[src/hdl/ssr_pkg.sv]
package ssr_pkg;

  // Register byte addresses.
  localparam logic [7:0] ADDR_CTRL   = 8'h00;
  localparam logic [7:0] ADDR_STATUS = 8'h04;
  localparam logic [7:0] ADDR_DATA   = 8'h08;
  localparam logic [7:0] ADDR_BAUD   = 8'h0C;

  // Control register field positions.
  localparam int CTRL_SERIAL_PORT_ENABLE = 0;
  localparam int CTRL_CLOCK_SOURCE_SELECT = 1;
  localparam int CTRL_SINGLE_RECEIVE_ENABLE = 2;
  localparam int CTRL_CONTINUOUS_RECEIVE_ENABLE = 3;
  localparam int CTRL_RX9  = 4;
  localparam int CTRL_RECEIVE_IRQ_ENABLE = 5;

  // Status register field positions.
  localparam int STAT_PEND  = 0;
  localparam int STAT_OVR   = 1;
  localparam int STAT_NINTH = 2;
  localparam int STAT_CNT   = 4;

  // Sizes and reset values.
  localparam int               FIFO_DEPTH = 2;
  localparam logic [3:0]       BITS_8     = 4'h8;
  localparam logic [3:0]       BITS_9     = 4'h9;
  localparam logic [15:0]      BAUD_RESET = 16'h0004;
  localparam logic [1:0]       CNT_FULL   = 2'h2;

  typedef struct packed {
    logic receive_irq_enable;
    logic rx9;
    logic continuous_receive_enable;
    logic single_receive_enable;
    logic clock_source_select;
    logic serial_port_enable;
  } ssr_ctrl_t;

  typedef struct packed {
    logic       ninth;
    logic [7:0] data;
  } ssr_entry_t;

  localparam ssr_ctrl_t CTRL_RESET = '0;

endpackage : ssr_pkg

[src/hdl/ssr_sync_rx.sv]
`timescale 1ns/1ps

module ssr_sync_rx (
  // Clock and reset.
  input  wire logic        i_clk,
  input  wire logic        i_nrst,
  // APB slave.
  input  wire logic        i_psel,
  input  wire logic        i_penable,
  input  wire logic        i_pwrite,
  input  wire logic [7:0]  i_paddr,
  input  wire logic [31:0] i_pwdata,
  output logic             o_pready,
  output logic [31:0]      o_prdata,
  output logic             o_pslverr,
  // Receive data pin.
  input  wire logic        i_rx_data,
  output logic             o_rx_data_out,
  output logic             o_rx_data_oe,
  // Transmit clock pin.
  input  wire logic        i_ck_in,
  output logic             o_ck_out,
  output logic             o_ck_oe,
  // Receive request.
  output logic             o_rx_irq
);

  ssr_pkg::ssr_ctrl_t  ctrl;
  ssr_pkg::ssr_entry_t mem [ssr_pkg::FIFO_DEPTH];
  logic [15:0] baud;
  logic [15:0] div_cnt;
  logic        ck_q;
  logic        dt_s1, dt_s2;
  logic        ck_s1, ck_s2, ck_s3;
  logic [8:0]  shreg;
  logic [3:0]  bit_cnt;
  logic        rd_ptr, wr_ptr;
  logic [1:0]  count;
  logic        ovr;
  logic        ovr_single;

  logic        access, take, complete;
  logic        wr_ctrl, rd_data;
  logic        master, run, tick, trail, last, char_done;
  logic        push, pop, continuous_receive_enable_drop;
  logic [8:0]  next_sh;
  ssr_pkg::ssr_entry_t next_entry;
  ssr_pkg::ssr_entry_t head;

  function automatic logic [31:0] read_mux(input logic [7:0] a,
                                           input ssr_pkg::ssr_ctrl_t c,
                                           input logic [15:0] b,
                                           input ssr_pkg::ssr_entry_t h,
                                           input logic [1:0] n,
                                           input logic o);
    logic [31:0] r;
    r = 32'h0000_0000;
    case (a)
      ssr_pkg::ADDR_CTRL:   r[5:0] = c;
      ssr_pkg::ADDR_BAUD:   r[15:0] = b;
      ssr_pkg::ADDR_DATA:   r[7:0] = h.data;
      ssr_pkg::ADDR_STATUS: begin
        r[ssr_pkg::STAT_PEND]  = (n != 2'h0);
        r[ssr_pkg::STAT_OVR]   = o;
        r[ssr_pkg::STAT_NINTH] = h.ninth;
        r[ssr_pkg::STAT_CNT +: 2] = n;
      end
      default: r = 32'h0000_0000;
    endcase
    return r;
  endfunction

  function automatic logic mapped(input logic [7:0] a);
    return (a == ssr_pkg::ADDR_CTRL) || (a == ssr_pkg::ADDR_STATUS) ||
           (a == ssr_pkg::ADDR_DATA) || (a == ssr_pkg::ADDR_BAUD);
  endfunction

  // Bus decode. Every access takes one wait state so read data is
  // registered; writes and the pop act on the completing edge.
  assign access   = i_psel && i_penable;
  assign take     = access && !o_pready;
  assign complete = access && o_pready;
  assign wr_ctrl  = complete && i_pwrite &&
                    (i_paddr == ssr_pkg::ADDR_CTRL);
  assign rd_data  = complete && !i_pwrite &&
                    (i_paddr == ssr_pkg::ADDR_DATA);
  assign continuous_receive_enable_drop = wr_ctrl && ctrl.continuous_receive_enable &&
                     !i_pwdata[ssr_pkg::CTRL_CONTINUOUS_RECEIVE_ENABLE];

  always_ff @(posedge i_clk or negedge i_nrst) begin
    if (!i_nrst) begin
      o_pready  <= 1'b0;
      o_prdata  <= 32'h0000_0000;
      o_pslverr <= 1'b0;
    end else begin
      o_pready <= take;
      if (take) begin
        o_prdata  <= read_mux(i_paddr, ctrl, baud, head, count, ovr);
        o_pslverr <= !mapped(i_paddr);
      end
    end
  end

  // Software writes win over the hardware clear of single receive.
  always_ff @(posedge i_clk or negedge i_nrst) begin
    if (!i_nrst) begin
      ctrl <= ssr_pkg::CTRL_RESET;
    end else if (wr_ctrl) begin
      ctrl <= ssr_pkg::ssr_ctrl_t'(i_pwdata[5:0]);
    end else if (char_done && ctrl.single_receive_enable) begin
      ctrl.single_receive_enable <= 1'b0;
    end
  end

  always_ff @(posedge i_clk or negedge i_nrst) begin
    if (!i_nrst) begin
      baud <= ssr_pkg::BAUD_RESET;
    end else if (complete && i_pwrite &&
                 (i_paddr == ssr_pkg::ADDR_BAUD)) begin
      baud <= i_pwdata[15:0];
    end
  end

  // Pin synchronisers; the third clock stage feeds edge detection.
  always_ff @(posedge i_clk or negedge i_nrst) begin
    if (!i_nrst) begin
      dt_s1 <= 1'b0;
      dt_s2 <= 1'b0;
      ck_s1 <= 1'b0;
      ck_s2 <= 1'b0;
      ck_s3 <= 1'b0;
    end else begin
      dt_s1 <= i_rx_data;
      dt_s2 <= dt_s1;
      ck_s1 <= i_ck_in;
      ck_s2 <= ck_s1;
      ck_s3 <= ck_s2;
    end
  end

  assign master = ctrl.serial_port_enable && ctrl.clock_source_select;
  assign run    = ctrl.serial_port_enable && (ctrl.single_receive_enable || ctrl.continuous_receive_enable) && !ovr;
  // A divisor of zero behaves as one, so the clock never stalls on it.
  assign tick   = master && run &&
                  ((baud == 16'h0000) || (div_cnt >= baud - 16'h0001));

  // Master clock idles low; rising is leading, falling is trailing.
  always_ff @(posedge i_clk or negedge i_nrst) begin
    if (!i_nrst) begin
      div_cnt <= 16'h0000;
      ck_q    <= 1'b0;
    end else if (!(master && run) || continuous_receive_enable_drop) begin
      div_cnt <= 16'h0000;
      ck_q    <= 1'b0;
    end else if (tick) begin
      div_cnt <= 16'h0000;
      ck_q    <= !ck_q;
    end else begin
      div_cnt <= div_cnt + 16'h0001;
    end
  end

  assign trail = run && (master ? (tick && ck_q) : (!ck_s2 && ck_s3));
  // Eight or nine bits per character.
  assign last  = bit_cnt == ((ctrl.rx9 ? ssr_pkg::BITS_9 :
                              ssr_pkg::BITS_8) - 4'h1);
  assign char_done = trail && last && !continuous_receive_enable_drop;
  assign next_sh   = {dt_s2, shreg[8:1]};

  always_comb begin
    next_entry = '0;
    if (ctrl.rx9) begin
      next_entry = ssr_pkg::ssr_entry_t'(next_sh);
    end else begin
      next_entry.data = next_sh[8:1];
    end
  end

  always_ff @(posedge i_clk or negedge i_nrst) begin
    if (!i_nrst) begin
      shreg   <= 9'h000;
      bit_cnt <= 4'h0;
    end else if (!run || continuous_receive_enable_drop) begin
      bit_cnt <= 4'h0;
    end else if (trail) begin
      shreg   <= next_sh;
      bit_cnt <= last ? 4'h0 : bit_cnt + 4'h1;
    end
  end

  assign push = char_done && (count != ssr_pkg::CNT_FULL) && !ovr;
  // Data read pops the oldest entry.
  assign pop  = rd_data && (count != 2'h0);
  // Head entry feeds data and ninth bit.
  assign head = mem[rd_ptr];

  always_ff @(posedge i_clk) begin
    if (push) begin
      mem[wr_ptr] <= next_entry;
    end
  end

  always_ff @(posedge i_clk or negedge i_nrst) begin
    if (!i_nrst) begin
      rd_ptr <= 1'b0;
      wr_ptr <= 1'b0;
      count  <= 2'h0;
    end else if (!ctrl.serial_port_enable) begin
      // Disabling the port flushes it.
      rd_ptr <= 1'b0;
      wr_ptr <= 1'b0;
      count  <= 2'h0;
    end else begin
      if (push) begin
        wr_ptr <= !wr_ptr;
      end
      if (pop) begin
        rd_ptr <= !rd_ptr;
      end
      count <= count + {1'b0, push} - {1'b0, pop};
    end
  end

  // Overrun flag has no write path; only conditions clear it.
  always_ff @(posedge i_clk or negedge i_nrst) begin
    if (!i_nrst) begin
      ovr        <= 1'b0;
      ovr_single <= 1'b0;
    end else if (char_done && (count == ssr_pkg::CNT_FULL) && !ovr) begin
      ovr        <= 1'b1;
      ovr_single <= ctrl.single_receive_enable && !ctrl.continuous_receive_enable;
    end else if (!ctrl.serial_port_enable) begin
      ovr <= 1'b0;
    end else if (ovr_single && rd_data) begin
      ovr <= 1'b0;
    end else if (!ovr_single && !ctrl.continuous_receive_enable) begin
      ovr <= 1'b0;
    end
  end

  // Pin drivers and receive request, all registered.
  always_ff @(posedge i_clk or negedge i_nrst) begin
    if (!i_nrst) begin
      o_ck_out      <= 1'b0;
      o_ck_oe       <= 1'b0;
      o_rx_data_out <= 1'b0;
      o_rx_data_oe  <= 1'b0;
      o_rx_irq      <= 1'b0;
    end else begin
      o_ck_out      <= ck_q;
      o_ck_oe       <= master;
      o_rx_data_out <= 1'b0;
      o_rx_data_oe  <= 1'b0;
      o_rx_irq      <= (count != 2'h0) && ctrl.receive_irq_enable;
    end
  end
endmodule // ssr_sync_rx

[config.mk]
export PLATFORM = sky130hd
export DESIGN_NAME = ssr_sync_rx
export DESIGN_NICKNAME = d
export VERILOG_FILES = /design/src/hdl/ssr_pkg.sv /design/src/hdl/ssr_sync_rx.sv
export SDC_FILE = /design/constraint.sdc
export NUM_CORES = 1
export LEC_CHECK = 0
export ABC_AREA = 1
export BUFFER_PORTS_ARGS = -buffer_cell sky130_fd_sc_hd__buf_2
export CORE_MARGIN = 4
export CORE_UTILIZATION = 52
export DETAILED_ROUTE_END_ITERATION = 8
export PLACE_DENSITY = 0.74
export SETUP_SLACK_MARGIN = 0.4
export SLEW_MARGIN = 20
export SYNTH_ARGS = -nofsm -noshare
export SYNTH_HDL_FRONTEND = slang
export SYNTH_SLANG_ARGS = --single-unit
[constraint.sdc]
create_clock -name i_clk -period 4.35 [get_ports i_clk]
set_input_delay 0.87 -clock i_clk [delete_from_list [all_inputs] [get_ports i_clk]]
set_output_delay 0.87 -clock i_clk [all_outputs]
set_load 0.005 [all_outputs]
### Word-level counts from Yosys, hierarchy flattened

Memories as Yosys holds them, arrays and structs flattened.
Index checks and enable logic that the tools add are counted.
W data, S select, Z words.

| word-level totals | value |
|---|---|
| memories kept | 1 |
| input port bits | 47 |
| logic and storage cells | 132 |
| bits in writable memories | 18 |
| output and inout bits | 39 |
| bits in registers | 84 |

Memories:

| memory | words | bits a word | rd ports | clocked after memory_dff | wr ports | RTL line | RTL |
|---|---|---|---|---|---|---|---|
| mem | 2 | 9 | 1 | 0 | 1 | ssr_sync_rx.sv:29 | `ssr_pkg::ssr_entry_t mem [ssr_pkg::FIFO_DEPTH];` |

| operators by class | value |
|---|---|
| reduce and logical (&&, ||, !) cells | 58 |
| equal/unequal tests | 9 |
| multiplexer cells | 29 |
| order comparisons | 1 |
| add/sub/neg operators | 6 |
| bitwise operators | 1 |

Operator list:

| kind | count |
|---|---|
| $mux W16 | 2 |
| $logic_and A1 B1 Y1 | 30 |
| $mux W1 | 17 |
| $add A16 B1 Y16 const B | 1 |
| $eq A8 B4 Y1 const B | 2 |
| $ge A16 B16 Y1 | 1 |
| $logic_not A16 Y1 | 1 |
| $mux W8 | 2 |
| $sub A16 B1 Y16 const B | 1 |
| $logic_not A1 Y1 | 14 |
| $mux W4 | 3 |
| $pmux W3 S4 | 1 |
| $eq A8 B3 Y1 const B | 1 |
| $logic_not A8 Y1 | 1 |
| $pmux W2 S4 | 1 |
| $reduce_bool A2 Y1 | 4 |
| $logic_or A1 B1 Y1 | 7 |
| $add A4 B1 Y4 const B | 1 |
| $eq A4 B4 Y1 | 1 |
| $ne A2 B1 Y1 const B | 2 |
| $ne A4 B1 Y1 const B | 1 |
| $pmux W2 S2 | 1 |
| $sub A4 B1 Y4 const B | 1 |
| $pmux W1 S3 | 1 |
| other kinds (7) | 7 |

### Depth between registers and ports, before layout

Gate-level depths: netlist of run 1.

| logic depth | value |
|---|---|
| depth in word-level cells | 15 |
| mapped depth | 23 |
| gate-level depth less buffers | 23 |

### Worst setup path before layout of run 1

No wires, ideal clock.

| timing | value |
|---|---|
| path type | flip-flop to flip-flop |
| start point | register baud[0] |
| end point | memory mem[1][0] in the netlist's numbering (enable) |
| data arrival time | 3012 ps |
| library setup time | 376 ps |
| path slack | 962 ps |
| path buffers | 0 |
| period minus slack after synthesis | 3388 ps |
| data required time | 3974 ps |
| cell stages (with the launch flop) | 18 |
| path through | dfrtp_1 inv_1 ha_1 nand2_1 nor3_1 nand4_1 nor3_1 xor2_1 inv_1 ha_1 nand4_1 nor3_1 nand2_1 nand2_1 nand3_2 nand2_2 nand4_2 nor2_1 |

| on the way | value |
|---|---|
| word-level cells in the longest chain between the ends | 13 |
| elaborated cells on any way between the ends | 14 |
| those cells by class | add/sub: 1; order compare: 1; mux: 3; reduce/logical: 9 |

RTL lines:

| item | RTL line | RTL |
|---|---|---|
| from (decl) | ssr_sync_rx.sv:30 | `logic [15:0] baud;` |
| from (signal assigned) | ssr_sync_rx.sv:117 | `baud <= ssr_pkg::BAUD_RESET;` |
| from (signal assigned) | ssr_sync_rx.sv:120 | `baud <= i_pwdata[15:0];` |
| $sub A16 B1 Y16 | ssr_sync_rx.sv:145 | `((baud == 16'h0000) \|\| (div_cnt >= baud - 16'h0001));` |
| $ge A16 B16 Y1 | ssr_sync_rx.sv:145 |  |
| $logic_or A1 B1 Y1 (*) | ssr_sync_rx.sv:145 |  |
| $logic_and A1 B1 Y1 (*) | ssr_sync_rx.sv:144 | `assign tick = master && run &&` |
| $logic_and A1 B1 Y1 (*) | ssr_sync_rx.sv:163 | `assign trail = run && (master ? (tick && ck_q) : (!ck_s2 && ck_s3));` |
| $mux W1 (*) | ssr_sync_rx.sv:163 |  |
| $logic_and A1 B1 Y1 (*) | ssr_sync_rx.sv:163 |  |
| $logic_and A1 B1 Y1 (*) (2 in series) | ssr_sync_rx.sv:167 | `assign char_done = trail && last && !continuous_receive_enable_drop;` |
| $logic_and A1 B1 Y1 (*) (2 in series) | ssr_sync_rx.sv:191 | `assign push = char_done && (count != ssr_pkg::CNT_FULL) && !ovr;` |
| $mux W1 (*) | ssr_sync_rx.sv:198 | `if (push) begin` |
| $mux W1 (not written as such) (*) | ssr_sync_rx.sv:199 | `mem[wr_ptr] <= next_entry;` |
| to (decl) | ssr_sync_rx.sv:29 |  |

Mark *: on every way between the ends. The rest lies on a longest branch, timed or not.

### Final worst setup path of run 1

| timing | value |
|---|---|
| start point | register baud[0] |
| end point | register count[1] |

| on the way | value |
|---|---|
| word-level cells in the longest chain between the ends | 14 |
| elaborated cells on any way between the ends | 15 |
| those cells by class | add/sub: 3; order compare: 1; mux: 2; reduce/logical: 9 |

RTL lines:

| item | RTL line | RTL |
|---|---|---|
| $sub A16 B1 Y16 | ssr_sync_rx.sv:145 |  |
| $ge A16 B16 Y1 | ssr_sync_rx.sv:145 |  |
| $logic_or A1 B1 Y1 (*) | ssr_sync_rx.sv:145 |  |
| $logic_and A1 B1 Y1 (*) | ssr_sync_rx.sv:144 |  |
| $logic_and A1 B1 Y1 (*) | ssr_sync_rx.sv:163 |  |
| $mux W1 (*) | ssr_sync_rx.sv:163 |  |
| $logic_and A1 B1 Y1 (*) | ssr_sync_rx.sv:163 |  |
| $logic_and A1 B1 Y1 (*) (2 in series) | ssr_sync_rx.sv:167 |  |
| $logic_and A1 B1 Y1 (*) (2 in series) | ssr_sync_rx.sv:191 |  |
| $add A2 B1 Y2 (*) | ssr_sync_rx.sv:220 | `count <= count + {1'b0, push} - {1'b0, pop};` |
| $sub A2 B1 Y2 (*) | ssr_sync_rx.sv:220 |  |
| $mux W2 (*) | ssr_sync_rx.sv:208 | `end else if (!ctrl.serial_port_enable) begin` |
| to (signal assigned) | ssr_sync_rx.sv:220 |  |
| to (decl) | ssr_sync_rx.sv:38 | `logic [1:0] count;` |

Marks and branches as above.
A chain may end at the register's enable or synchronous reset.

==> results of run 1 <==
[path summary, 6_finish.rpt]
kind	startpoint	to	slack [ns]	cells after the start
setup / recovery	baud[0]$_DFFE_PN0P_	count[1]$_DFF_PN0_	0.73	21
hold / removal	dt_s1$_DFF_PN0_	dt_s2$_DFF_PN0_	0.36	0
setup reg to reg	baud[0]$_DFFE_PN0P_	count[1]$_DFF_PN0_	0.73	21
hold reg to reg	dt_s1$_DFF_PN0_	dt_s2$_DFF_PN0_	0.36	0
max in group asynchronous	i_nrst	div_cnt[12]$_DFF_PN0_	3.32	1
min in group asynchronous	i_nrst	div_cnt[14]$_DFF_PN0_	0.51	1
[flip-flops by register name, summed over array words and instances (netlist names)]
register and flops:
dt_s1 1, ctrl 6, bit_cnt 4, o_pready 1, wr_ptr 1, o_ck_out 1
ck_s3 1, o_ck_oe 1, ck_s1 1, o_prdata 16, shreg 8, div_cnt 16
ovr_single 1, o_pslverr 1, ovr 1, mem 18, baud 16, dt_s2 1
count 2, rd_ptr 1, o_rx_irq 1, ck_s2 1, ck_q 1
[what timing repair did]
item / in CTS / in global routing
endpoints found under the setup margin: 0 / 13
buffers inserted: 0 / 1
hold buffers: 0 / 0
gates resized for setup: 0 / 2
[logic make-up (layout without fill, tap and decap cells)]
family          Yosys count  in the layout  share of synthesized area
xor+xnor                 18             18                    0.02934
buf+inv                 113            156                    0.09383
compound gates           92             92                     0.1006
simple gates            254            254                     0.2212
flops                   101            101                     0.4873
mux                       8              8                    0.01583
fa+ha+maj                22             22                    0.05122
other cells               1             18                  0.0006978
[metal layers]
layer,vias up,share of wire
li1,2053,-
met1,1939,0.45
met2,99,0.48
met3,12,0.055
met4,0,0.014
met5,-,0
[final cells by class]
class                      instances  area [um2]  share of cell area
clock buffer                      10       127.6             0.02156
tap                              133       166.4             0.02811
clock inverter                     6       68.82             0.01162
inverter                          85       322.8             0.05452
multi-input combinational        412        2325              0.3926
sequential                       101        2619              0.4423
timing repair buffer              55       291.5             0.04924
[cells in the final DEF (no fill, tap or decap), types with 9 or more instances in the layout]
master	Yosys	routed
a21oi_1	25	25
dfrtp_1	82	82
nand2_1	131	131
nand3_1	10	10
ha_1	22	22
buf_2	1	50
o21ai_0	33	33
xor2_1	13	13
nor2_1	54	54
o22ai_1	10	10
inv_1	77	77
nor3_1	11	9
edfxtp_1	18	18
conb_1	1	18
clkbuf_8	0	9
nand2_2	9	9
[worst max-delay path, cell delays in order, from the launching register on]
cell and delay [ns]:
dfrtp_1 0.43, inv_1 0.16, ha_1 0.21, nand2_1 0.10, nor3_2 0.20, nand4_1 0.17
nor3_1 0.20, xor2_1 0.16, inv_1 0.05, ha_1 0.28, nand4_1 0.12, nor3_1 0.16
nand2_1 0.07, nand2_1 0.13, nand3_2 0.09, nand2_2 0.10, nand4_2 0.14, ha_1 0.32
inv_1 0.04, ha_1 0.17, xor2_1 0.15, nor2_1 0.09
[through the flow]
step / area [um2] / util / instances / power [mW] / hold WS (ns)
after floorplan: 5438 / - / 626 / 1.017 / 0.3312
after global placement: 5703 / 0.5755 / 785 / 1.043 / 0.3316
after detailed placement: 5703 / 0.5755 / 785 / 1.044 / 0.3436
after CTS: 5899 / 0.5953 / 801 / 1.654 / 0.3662
after global routing: 5921 / 0.5975 / 802 / 1.709 / 0.3772
final: 5921 / 0.5975 / 802 / 1.636 / 0.3628
[power by group through the flow]
stage,sequential [mW],combinational [mW],clock [mW]
after CTS,0.968,0.0574,0.629
final,0.968,0.0566,0.611
after detailed placement,0.987,0.0571,0
after global placement,0.987,0.0557,0
after global routing,0.969,0.0666,0.673
after floorplan,0.987,0.0306,0
==> results.sh, run 1 <==
export IMPL_status="finished clean"
export IMPL_period_needed_ns=3.619
export IMPL_yosysMostFrequentCell="nand2_1"
export IMPL_diodes=0
export IMPL_cts_root_buf="clkbuf_8"
export IMPL_synth_area_leaders="dfrtp_1 38%, edfxtp_1 10%, nand2_1 9.2%"
export IMPL_post_route_drc_count=0
export IMPL_yosysWarnings=0
export IMPL_num_nets_final=733
export IMPL_start_kind="flip-flop"
export IMPL_grt_usage=0.1990
export IMPL_share_seq_of_total_power=0.592
export IMPL_antenna_found_initial=0
export IMPL_drive_above_1_share=0.1854
export IMPL_first_iter_violations=242
export IMPL_slew_headroom=0.4987
export IMPL_ios=86
export IMPL_synth_common_cells="131 x nand2_1, 82 x dfrtp_1, 77 x inv_1"
export IMPL_dp_hpwl_um=8172
export IMPL_port_buffers=51
export IMPL_fmax_mhz=276.3
export IMPL_cts_sinks=101
export IMPL_synth_edf_count=18
export IMPL_drv_slew=0
export IMPL_async_reset_ff_frac=0.8218
export IMPL_finalCritPeriodShare=0.8320
export IMPL_ant_nets=0
export IMPL_n_fill_cell=890
export IMPL_wirelength_um=10960
export IMPL_vias_per_cell=5.116
export IMPL_yosysTopAreaCell="dfrtp_1"
export IMPL_drt_first_pass_iters=5
export IMPL_row_count=36
export IMPL_cts_buffers=9
export IMPL_fp_dieArea_mm2=0.01203
export IMPL_switching_share=0.2339
export IMPL_gp_congestion=0.8635
export IMPL_powerDensity_mw_per_mm2=276.3
export IMPL_avgRoutedWirePerCell_um=13.66
export IMPL_rsz0062_at_grt="false"
export IMPL_pwr_share_comb=0.035
export IMPL_drv_cap=0
export IMPL_netlist_area_leader_share=0.3818
export IMPL_p_int_mw=1.253
export IMPL_syn_to_final_growth_pct=10.17
export IMPL_grt_start_max_net_pins=84
export IMPL_grt_busiest_layer="met2"
export IMPL_setup_viol=0
export IMPL_yosysUniqueCellTypes=52
export IMPL_timing_hold_violations_final=0
export IMPL_grt_met3_usage=0.04991
export IMPL_coreArea_mm2=0.009910
export IMPL_use_met1=0.2620
export IMPL_critical_path_max_fanout=5
export IMPL_grt_pass1_vias=3991
export IMPL_die_h_um=109.7
export IMPL_synth_seq_area_share=0.4873
export IMPL_cp_data_required_time_ns=4.67
export IMPL_crit_path_end_kind="flip-flop"
export IMPL_syn_area_per_cell_um2=8.824
export IMPL_clock_skew_ns=0.01033
export IMPL_start_util=0.5423
export IMPL_power_leakage_nw=2.865
export IMPL_crit_type="reg -> reg"
export IMPL_cts_tree="built"
export IMPL_grt_pass1_wl_um=18460
export IMPL_switchingPower_uw=382.6
export IMPL_clock_latency_ns=0.39
export IMPL_synth_seq_cells=101
export IMPL_synthCells=609
export IMPL_hp_class="reg -> reg"
export IMPL_vias=4103
export IMPL_setup_tns_ns=0
export IMPL_ir_drop_uv=173.9
export IMPL_die_x_um=109.7
export IMPL_cts_max_level=3
export IMPL_grt_util_met2=0.3226
export IMPL_overflow=0
export IMPL_syn_area_mm2=0.005374
export IMPL_synth_flop_cell="dfrtp_1"
export IMPL_worstMarginPinSlew_ns=0.7519
export IMPL_clk_pin_slew_ns=0.10
export IMPL_dp_slack_ns=0.5586
export IMPL_cp_arrival_ns=3.94
export IMPL_setup_ws_ns=0.7308
export IMPL_cts_buffer_depth=2
export IMPL_clock_power_share=0.374
Power figures use the tool's default switching activity.
==> run 2: changes to the inputs <==
- ABC_AREA: 1 -> 0
- CORE_UTILIZATION: 52 -> 51
- PLACE_DENSITY: 0.74 -> 0.76
- clock period: 4.35 -> 3.3 ns (I/O delays scaled with it)
==> run 2 against run 1 <==
Compared with the run above:
- the flow now finishes with violations (negative setup slack)
- setup slack got worse by 1.3 ns
- largest power group unchanged
- count of clock-buffer cells in the layout decreased by 1
- power increased by 34%
- synthesized cell count decreased by 21%
- first-iteration DRC count increased by 8.3%
- clock skew increased by 0.0070 ns
==> results.sh, run 2 <==
export IMPL_status="complete, but fails checks"
export IMPL_violations="negative setup slack"
export IMPL_setup_viol=50
export IMPL_clock_power_share=0.379
export IMPL_drv_cap=0
export IMPL_rsz0062_at_grt="true"
export IMPL_syn_to_final_growth_pct=18.55
export IMPL_grt_pass1_vias=3752
export IMPL_share_seq_of_total_power=0.579
export IMPL_ios=86
export IMPL_synth_common_cells="82 x dfrtp_1, 53 x nand2_1, 47 x nor2_1"
export IMPL_fmax_mhz=259.3
export IMPL_synth_flop_cell="dfrtp_1"
export IMPL_avgRoutedWirePerCell_um=16.19
export IMPL_start_kind="flip-flop"
export IMPL_start_util=0.5308
export IMPL_top_register="mem"
export IMPL_switchingPower_uw=585.9
export IMPL_p_int_mw=1.614
export IMPL_cts_buffers=9
export IMPL_yosysWarnings=0
export IMPL_syn_area_mm2=0.005260
export IMPL_period_needed_ns=3.857
export IMPL_cts_tree="built"
export IMPL_cp_data_required_time_ns=3.59
export IMPL_cts_root_buf="clkbuf_8"
export IMPL_pwr_share_comb=0.042
export IMPL_async_reset_ff_frac=0.8218
export IMPL_clock_latency_ns=0.39
export IMPL_diodes=0
export IMPL_hp_class="in -> async"
export IMPL_synth_seq_cells=101
export IMPL_clk_pin_slew_ns=0.11
export IMPL_crit_family="simple AND/OR/NAND/NOR gates"
export IMPL_r2r_start="baud[5]$_DFFE_PN0P_"
export IMPL_dp_hpwl_um=8488
export IMPL_clock_skew_ns=0.01737
export IMPL_max_stage_delay_ns=0.53
export IMPL_first_iter_violations=262
export IMPL_drv_slew=0
export IMPL_drt_first_pass_iters=4
export IMPL_grt_start_max_net_pins=84
export IMPL_synth_edf_count=18
export IMPL_port_buffers=51
export IMPL_yosysTopAreaCell="dfrtp_1"
export IMPL_cp_num_cells=17
export IMPL_fp_dieArea_mm2=0.01200
export IMPL_post_route_drc_count=0
export IMPL_crit_type="reg -> reg"
export IMPL_ir_drop_uv=192.6
export IMPL_crit_path_end_kind="flip-flop"
export IMPL_layout_common_cells="82 x dfrtp_1, 52 x nand2_1, 50 x buf_2"
export IMPL_largest_reg_flops=18
export IMPL_setup_ws_ns=-0.5569
export IMPL_reg2reg_slack_ns=-0.56
export IMPL_worstMarginPinSlew_ns=0.7480
export IMPL_switching_share=0.2664
export IMPL_synth_seq_area_share=0.4979
export IMPL_rr_worst_depth=17
export IMPL_wirelength_um=11500
export IMPL_vias=3937
export IMPL_overflow=0
export IMPL_grt_usage=0.1983
export IMPL_power_leakage_nw=2.872
export IMPL_powerDensity_mw_per_mm2=352.8
export IMPL_coreArea_mm2=0.009910
export IMPL_row_count=36
export IMPL_synth_area_leaders="dfrtp_1 39%, edfxtp_1 10%, mux2_2 8.1%"
export IMPL_slew_headroom=0.5013
export IMPL_cp_arrival_ns=4.14
export IMPL_netlist_area_leader_share=0.3901
export IMPL_num_nets_final=641
export IMPL_drive_above_1_share=0.3016
export IMPL_cts_sinks=101
export IMPL_cts_max_level=3
export IMPL_crit_path_top_delay_cell="or4_4"
export IMPL_vias_per_cell=5.545
export IMPL_ant_nets=0
export IMPL_grt_pass1_wl_um=18510
export IMPL_die_x_um=109.6
export IMPL_ctsHoldBuffers=0
export IMPL_final_common_cell="dfrtp_1"
export IMPL_hold_slack_ns=0.3005
export IMPL_cts_buffer_depth=2
export IMPL_synthCells=480
export IMPL_r2r_end="count[1]$_DFF_PN0_"
export IMPL_finalCritPeriodShare=1.169
export IMPL_die_h_um=109.6
export IMPL_gp_congestion=0.8458
export IMPL_timing_hold_violations_final=0
export IMPL_power_total_mw=2.200
export IMPL_crit_chain="or4_4 > nor3_4 > nand2_2 > or4_4 > xor2_1 > ha_1 > nand4_1 > nor4_1 > o21ai_1 > a31oi_4 > o221ai_2 > ha_1 > inv_2 > ha_4 > xnor2_1 > xnor2_1 > and2_1"
export IMPL_yosysMostFrequentCell="dfrtp_1"
export IMPL_cp_num_buf_inv=1
export IMPL_syn_area_per_cell_um2=10.96
export IMPL_critical_path_max_fanout=3
export IMPL_antenna_found_initial=0
export IMPL_yosysUniqueCellTypes=58
-- run 2: stage by stage --
| stage | cell area (um2) | TNS, ns | instances | worst slack [ns] | util |
|---|---|---|---|---|---|
| after floorplan | 5374 | -15.20 | 497 | -0.6522 | - |
| after global placement | 5904 | -10.66 | 688 | -0.5177 | 0.5958 |
| after detailed placement | 5904 | -13.89 | 688 | -0.6160 | 0.5958 |
| after CTS | 6198 | -11.32 | 708 | -0.5859 | 0.6255 |
| after global routing | 6236 | -22.00 | 710 | -0.7838 | 0.6293 |
| final | 6236 | -12.63 | 710 | -0.5569 | 0.6293 |
-- run 2: cell type report --
type                       count  area (um2)
multi-input combinational    354        2569
sequential                   101        2619
fill                         764        3674
tap                          133       166.4
clock buffer                   9       123.9
timing repair buffer          94       619.3
inverter                      12       45.04
clock inverter                 7       93.84
-- run 2: logic make-up after synthesis --
kind of cell             synth area share
AND/OR/NAND/NOR                    0.1651
flip-flops                         0.4979
other                           0.0007129
adder cells (fa/ha/maj)           0.05233
buffers and inverters             0.04353
AO/OA/AOI/OAI                     0.08207
XOR/XNOR                          0.05328
multiplexers                       0.1051
-- run 2: repair_timing --
| action | in CTS | in global routing |
|---|---|---|
| buffers inserted | 2 | 2 |
| pin swaps | 4 | 1 |
| resized for setup | 14 | 5 |
| endpoints found under the setup margin | 53 | 53 |
| cloned | 2 | 0 |
-- run 2: worst register-to-register path: cells and delay by family, from the launching register on --
kind                       cells  cell delay, ns
AOI/OAI and AO/OA              3            0.49
and+or+nand+nor                7            1.66
adders and majority gates      3            0.76
xor gates and xnor gates       3            0.42
DFF                            1            0.40
buffers and inverters          1            0.05
-- run 2: layer usage --
layer  part of all wire  track usage  up-vias
met1               0.44       0.2663     1929
met5                  0            0        -
met4              0.015      0.05254        0
met3              0.064      0.04580       19
met2               0.48       0.3252      132
li1                   -            -     1857
-- run 2: how the worst max path moves through the flow --
stage	slack, ns	end	from
3_3_place_gp	-0.52	count[1]$_DFF_PN0_	baud[2]$_DFFE_PN1P_
4_1_cts	-0.59	count[1]$_DFF_PN0_	baud[5]$_DFFE_PN0P_
2_1_floorplan	-0.65	count[1]$_DFF_PN0_	baud[5]$_DFFE_PN0P_
5_1_grt	-0.78	count[1]$_DFF_PN0_	baud[2]$_DFFE_PN1P_
3_5_place_dp	-0.62	count[1]$_DFF_PN0_	baud[5]$_DFFE_PN0P_
6_report	-0.56	count[1]$_DFF_PN0_	baud[5]$_DFFE_PN0P_
-- run 2: power by group through the flow --
| stage | combinational (mW) | sequential (mW) | clock [mW] |
|---|---|---|---|
| after detailed placement | 0.0919 | 1.30 | 0 |
| after global routing | 0.106 | 1.27 | 0.898 |
| after CTS | 0.0923 | 1.27 | 0.847 |
| after global placement | 0.0892 | 1.30 | 0 |
| final | 0.0929 | 1.27 | 0.833 |
| after floorplan | 0.0515 | 1.30 | 0 |
==> run 3: changes to the inputs <==
- CORE_ASPECT_RATIO: not set -> 1.2
==> run 3 against run 2 <==
Compared with the run above:
- setup slack lost 0.082 ns
- critical endpoint is now shreg[7]$_DFFE_PN0P_
- register-to-register slack lost 0.08 ns
- the run still ends with negative setup slack left
- largest power group unchanged
- first-iteration DRC count shrank 28%
- power grew 13%
- global-route usage grew 0.57 points
- critical path depth is the same
- critical path type unchanged
- combinational power is essentially flat
- non-clock buffer count grew 2
- worst hold slack gained 0.053 ns
- sequential cell count is the same
- sequential share of layout area shrank 1.0 points
==> results.sh, run 3 (synthesis results as in run 2) <==
export IMPL_drv_slew=0
export IMPL_slew_headroom=0.5075
export IMPL_port_buffers=51
export IMPL_clock_power_share=0.451
export IMPL_first_iter_violations=188
export IMPL_multi_input_area_mm2=0.002597
export IMPL_n_fill_cell=764
export IMPL_crit_path_end_kind="flip-flop"
export IMPL_cts_sinks=101
export IMPL_critical_path_max_fanout=8
export IMPL_cts_buffers=9
export IMPL_powerDensity_mw_per_mm2=389.8
export IMPL_top_register="mem"
export IMPL_fp_dieArea_mm2=0.01201
export IMPL_cts_max_level=3
export IMPL_die_h_um=119.3
export IMPL_drt_first_pass_iters=4
export IMPL_status="complete, but fails checks"
export IMPL_pwr_share_comb=0.037
export IMPL_fmax_mhz=253.9
export IMPL_drive_above_1_share=0.3126
export IMPL_grt_usage=0.2040
export IMPL_row_count=40
export IMPL_diodes=0
export IMPL_dp_hpwl_um=8303
export IMPL_violations="negative setup slack"
export IMPL_setup_viol=53
export IMPL_grt_start_max_net_pins=84
export IMPL_finalCritPeriodShare=1.194
export IMPL_crit_type="reg -> reg"
export IMPL_rr_worst_depth=17
export IMPL_p_int_mw=1.915
export IMPL_design_area_mm2=0.006387
export IMPL_switching_share=0.2312
export IMPL_post_route_drc_count=0
export IMPL_start_kind="flip-flop"
export IMPL_cts_buffer_depth=2
export IMPL_clock_latency_ns=0.35
export IMPL_final_common_cell="dfrtp_1"
export IMPL_antenna_found_initial=0
export IMPL_syn_to_final_growth_pct=21.43
export IMPL_grt_pass1_wl_um=19350
export IMPL_cts_root_buf="clkbuf_16"
export IMPL_vias_per_cell=5.454
export IMPL_clk_pin_slew_ns=0.07
export IMPL_start_util=0.5229
export IMPL_layout_common_cells="82 x dfrtp_1, 51 x nand2_1, 50 x buf_2"
export IMPL_overflow=0
export IMPL_vias=3845
export IMPL_register_area_mm2=0.002619
export IMPL_endpoint="shreg[7]$_DFFE_PN0P_"
export IMPL_largest_reg_flops=18
export IMPL_cp_startpoint="baud[5]$_DFFE_PN0P_"
export IMPL_dp_slack_ns=-0.6136
export IMPL_ios=86
export IMPL_r2r_start="baud[5]$_DFFE_PN0P_"
export IMPL_period_needed_ns=3.939
export IMPL_ir_drop_uv=241.2
export IMPL_setup_ws_ns=-0.6387
export IMPL_worstMarginPinSlew_ns=0.7388
export IMPL_num_nets_final=643
export IMPL_drv_cap=0
export IMPL_grt_pass1_vias=3959
export IMPL_rsz0062_at_grt="true"
export IMPL_switchingPower_uw=575.6
export IMPL_gp_congestion=0.8621
export IMPL_coreArea_mm2=0.01006
export IMPL_share_seq_of_total_power=0.511
export IMPL_cts_tree="built"
export IMPL_wirelength_um=11660
export IMPL_avgRoutedWirePerCell_um=16.53
export IMPL_cp_arrival_ns=4.18
export IMPL_ctsHoldBuffers=0
export IMPL_r2r_end="shreg[7]$_DFFE_PN0P_"
export IMPL_cp_data_required_time_ns=3.54
export IMPL_hold_depth=0
export IMPL_ant_nets=0
export IMPL_reg2reg_slack_ns=-0.64
export IMPL_die_x_um=100.7
export IMPL_timing_hold_violations_final=0
export IMPL_clock_skew_ns=0.006474
export IMPL_hp_class="reg -> reg"
export IMPL_power_leakage_nw=2.951
export IMPL_hold_slack_ns=0.3537
export IMPL_place_area_mm2=0.005888
run 3: cell types whose count changed in the layout (fill, tap and decap cells not counted), moves of 2 or more:
cell,delta
clkbuf_8,-9
clkinv_8,-2
nor2_2,+2
nor2_1,-2
inv_8,+2
clkbuf_16,+9
run 3: worst max-delay path, cell delays in order, from the launching register on:
cell and delay [ns]:
dfrtp_1 0.38, or4_4 0.54, nor3_4 0.19, nand2_2 0.10
or4_4 0.42, xor2_1 0.16, ha_1 0.29, nand4_1 0.14
nor2_2 0.08, a221oi_4 0.31, a31oi_4 0.14, buf_4 0.15
buf_6 0.10, buf_6 0.11, buf_8 0.12, o21ai_4 0.16
buf_12 0.15, mux2_4 0.30
run 3: cell type report:
type                       instances  area share
multi-input combinational        354      0.4067
tap                              126     0.02468
clock inverter                     7     0.01528
sequential                       101      0.4100
clock buffer                       9     0.03526
timing repair buffer              96      0.1011
inverter                          12    0.007052
run 3: worst min path at each step:
stage                         start         endpoint  slack, ns
global route        ck_s1$_DFF_PN0_  ck_s2$_DFF_PN0_       0.37
detailed placement  ck_s1$_DFF_PN0_  ck_s2$_DFF_PN0_       0.34
global placement    ck_s1$_DFF_PN0_  ck_s2$_DFF_PN0_       0.34
CTS                 ck_s1$_DFF_PN0_  ck_s2$_DFF_PN0_       0.36
finish              ck_s1$_DFF_PN0_  ck_s2$_DFF_PN0_       0.35
floorplan           ck_s1$_DFF_PN0_  ck_s2$_DFF_PN0_       0.33
run 3: metrics by stage:
stage	util	instances	power, mW	setup TNS [ns]
finish	0.6350	705	2.490	-17.42
global route	0.6350	705	2.575	-25.34
CTS	0.6261	700	2.521	-13.37
detailed placement	0.5853	680	1.390	-13.77
global placement	0.5853	680	1.388	-11.01
floorplan	-	497	1.350	-15.20
run 3: timing repair:
| item | CTS | global route |
|---|---|---|
| cloned | 2 | 0 |
| setup endpoints to repair | 53 | 53 |
| buffers inserted | 2 | 5 |
| pin swaps | 2 | 5 |
| gates resized for setup | 18 | 11 |
run 3: metal layers:
layer | wire [um] | up-vias | global-route usage
met5 | 0 | - | 0
met4 | 198 | 0 | 0.06403
met3 | 437 | 18 | 0.04042
met2 | 6248 | 74 | 0.3587
met1 | 4771 | 1892 | 0.2479
li1 | - | 1861 | -
run 3: power groups by stage:
stage	sequential, mW	combinational, mW	clock, mW
after CTS	1.27	0.0924	1.16
after floorplan	1.30	0.0515	0
after global routing	1.27	0.106	1.20
after global placement	1.30	0.0898	0
after detailed placement	1.30	0.0914	0
final	1.27	0.0932	1.12
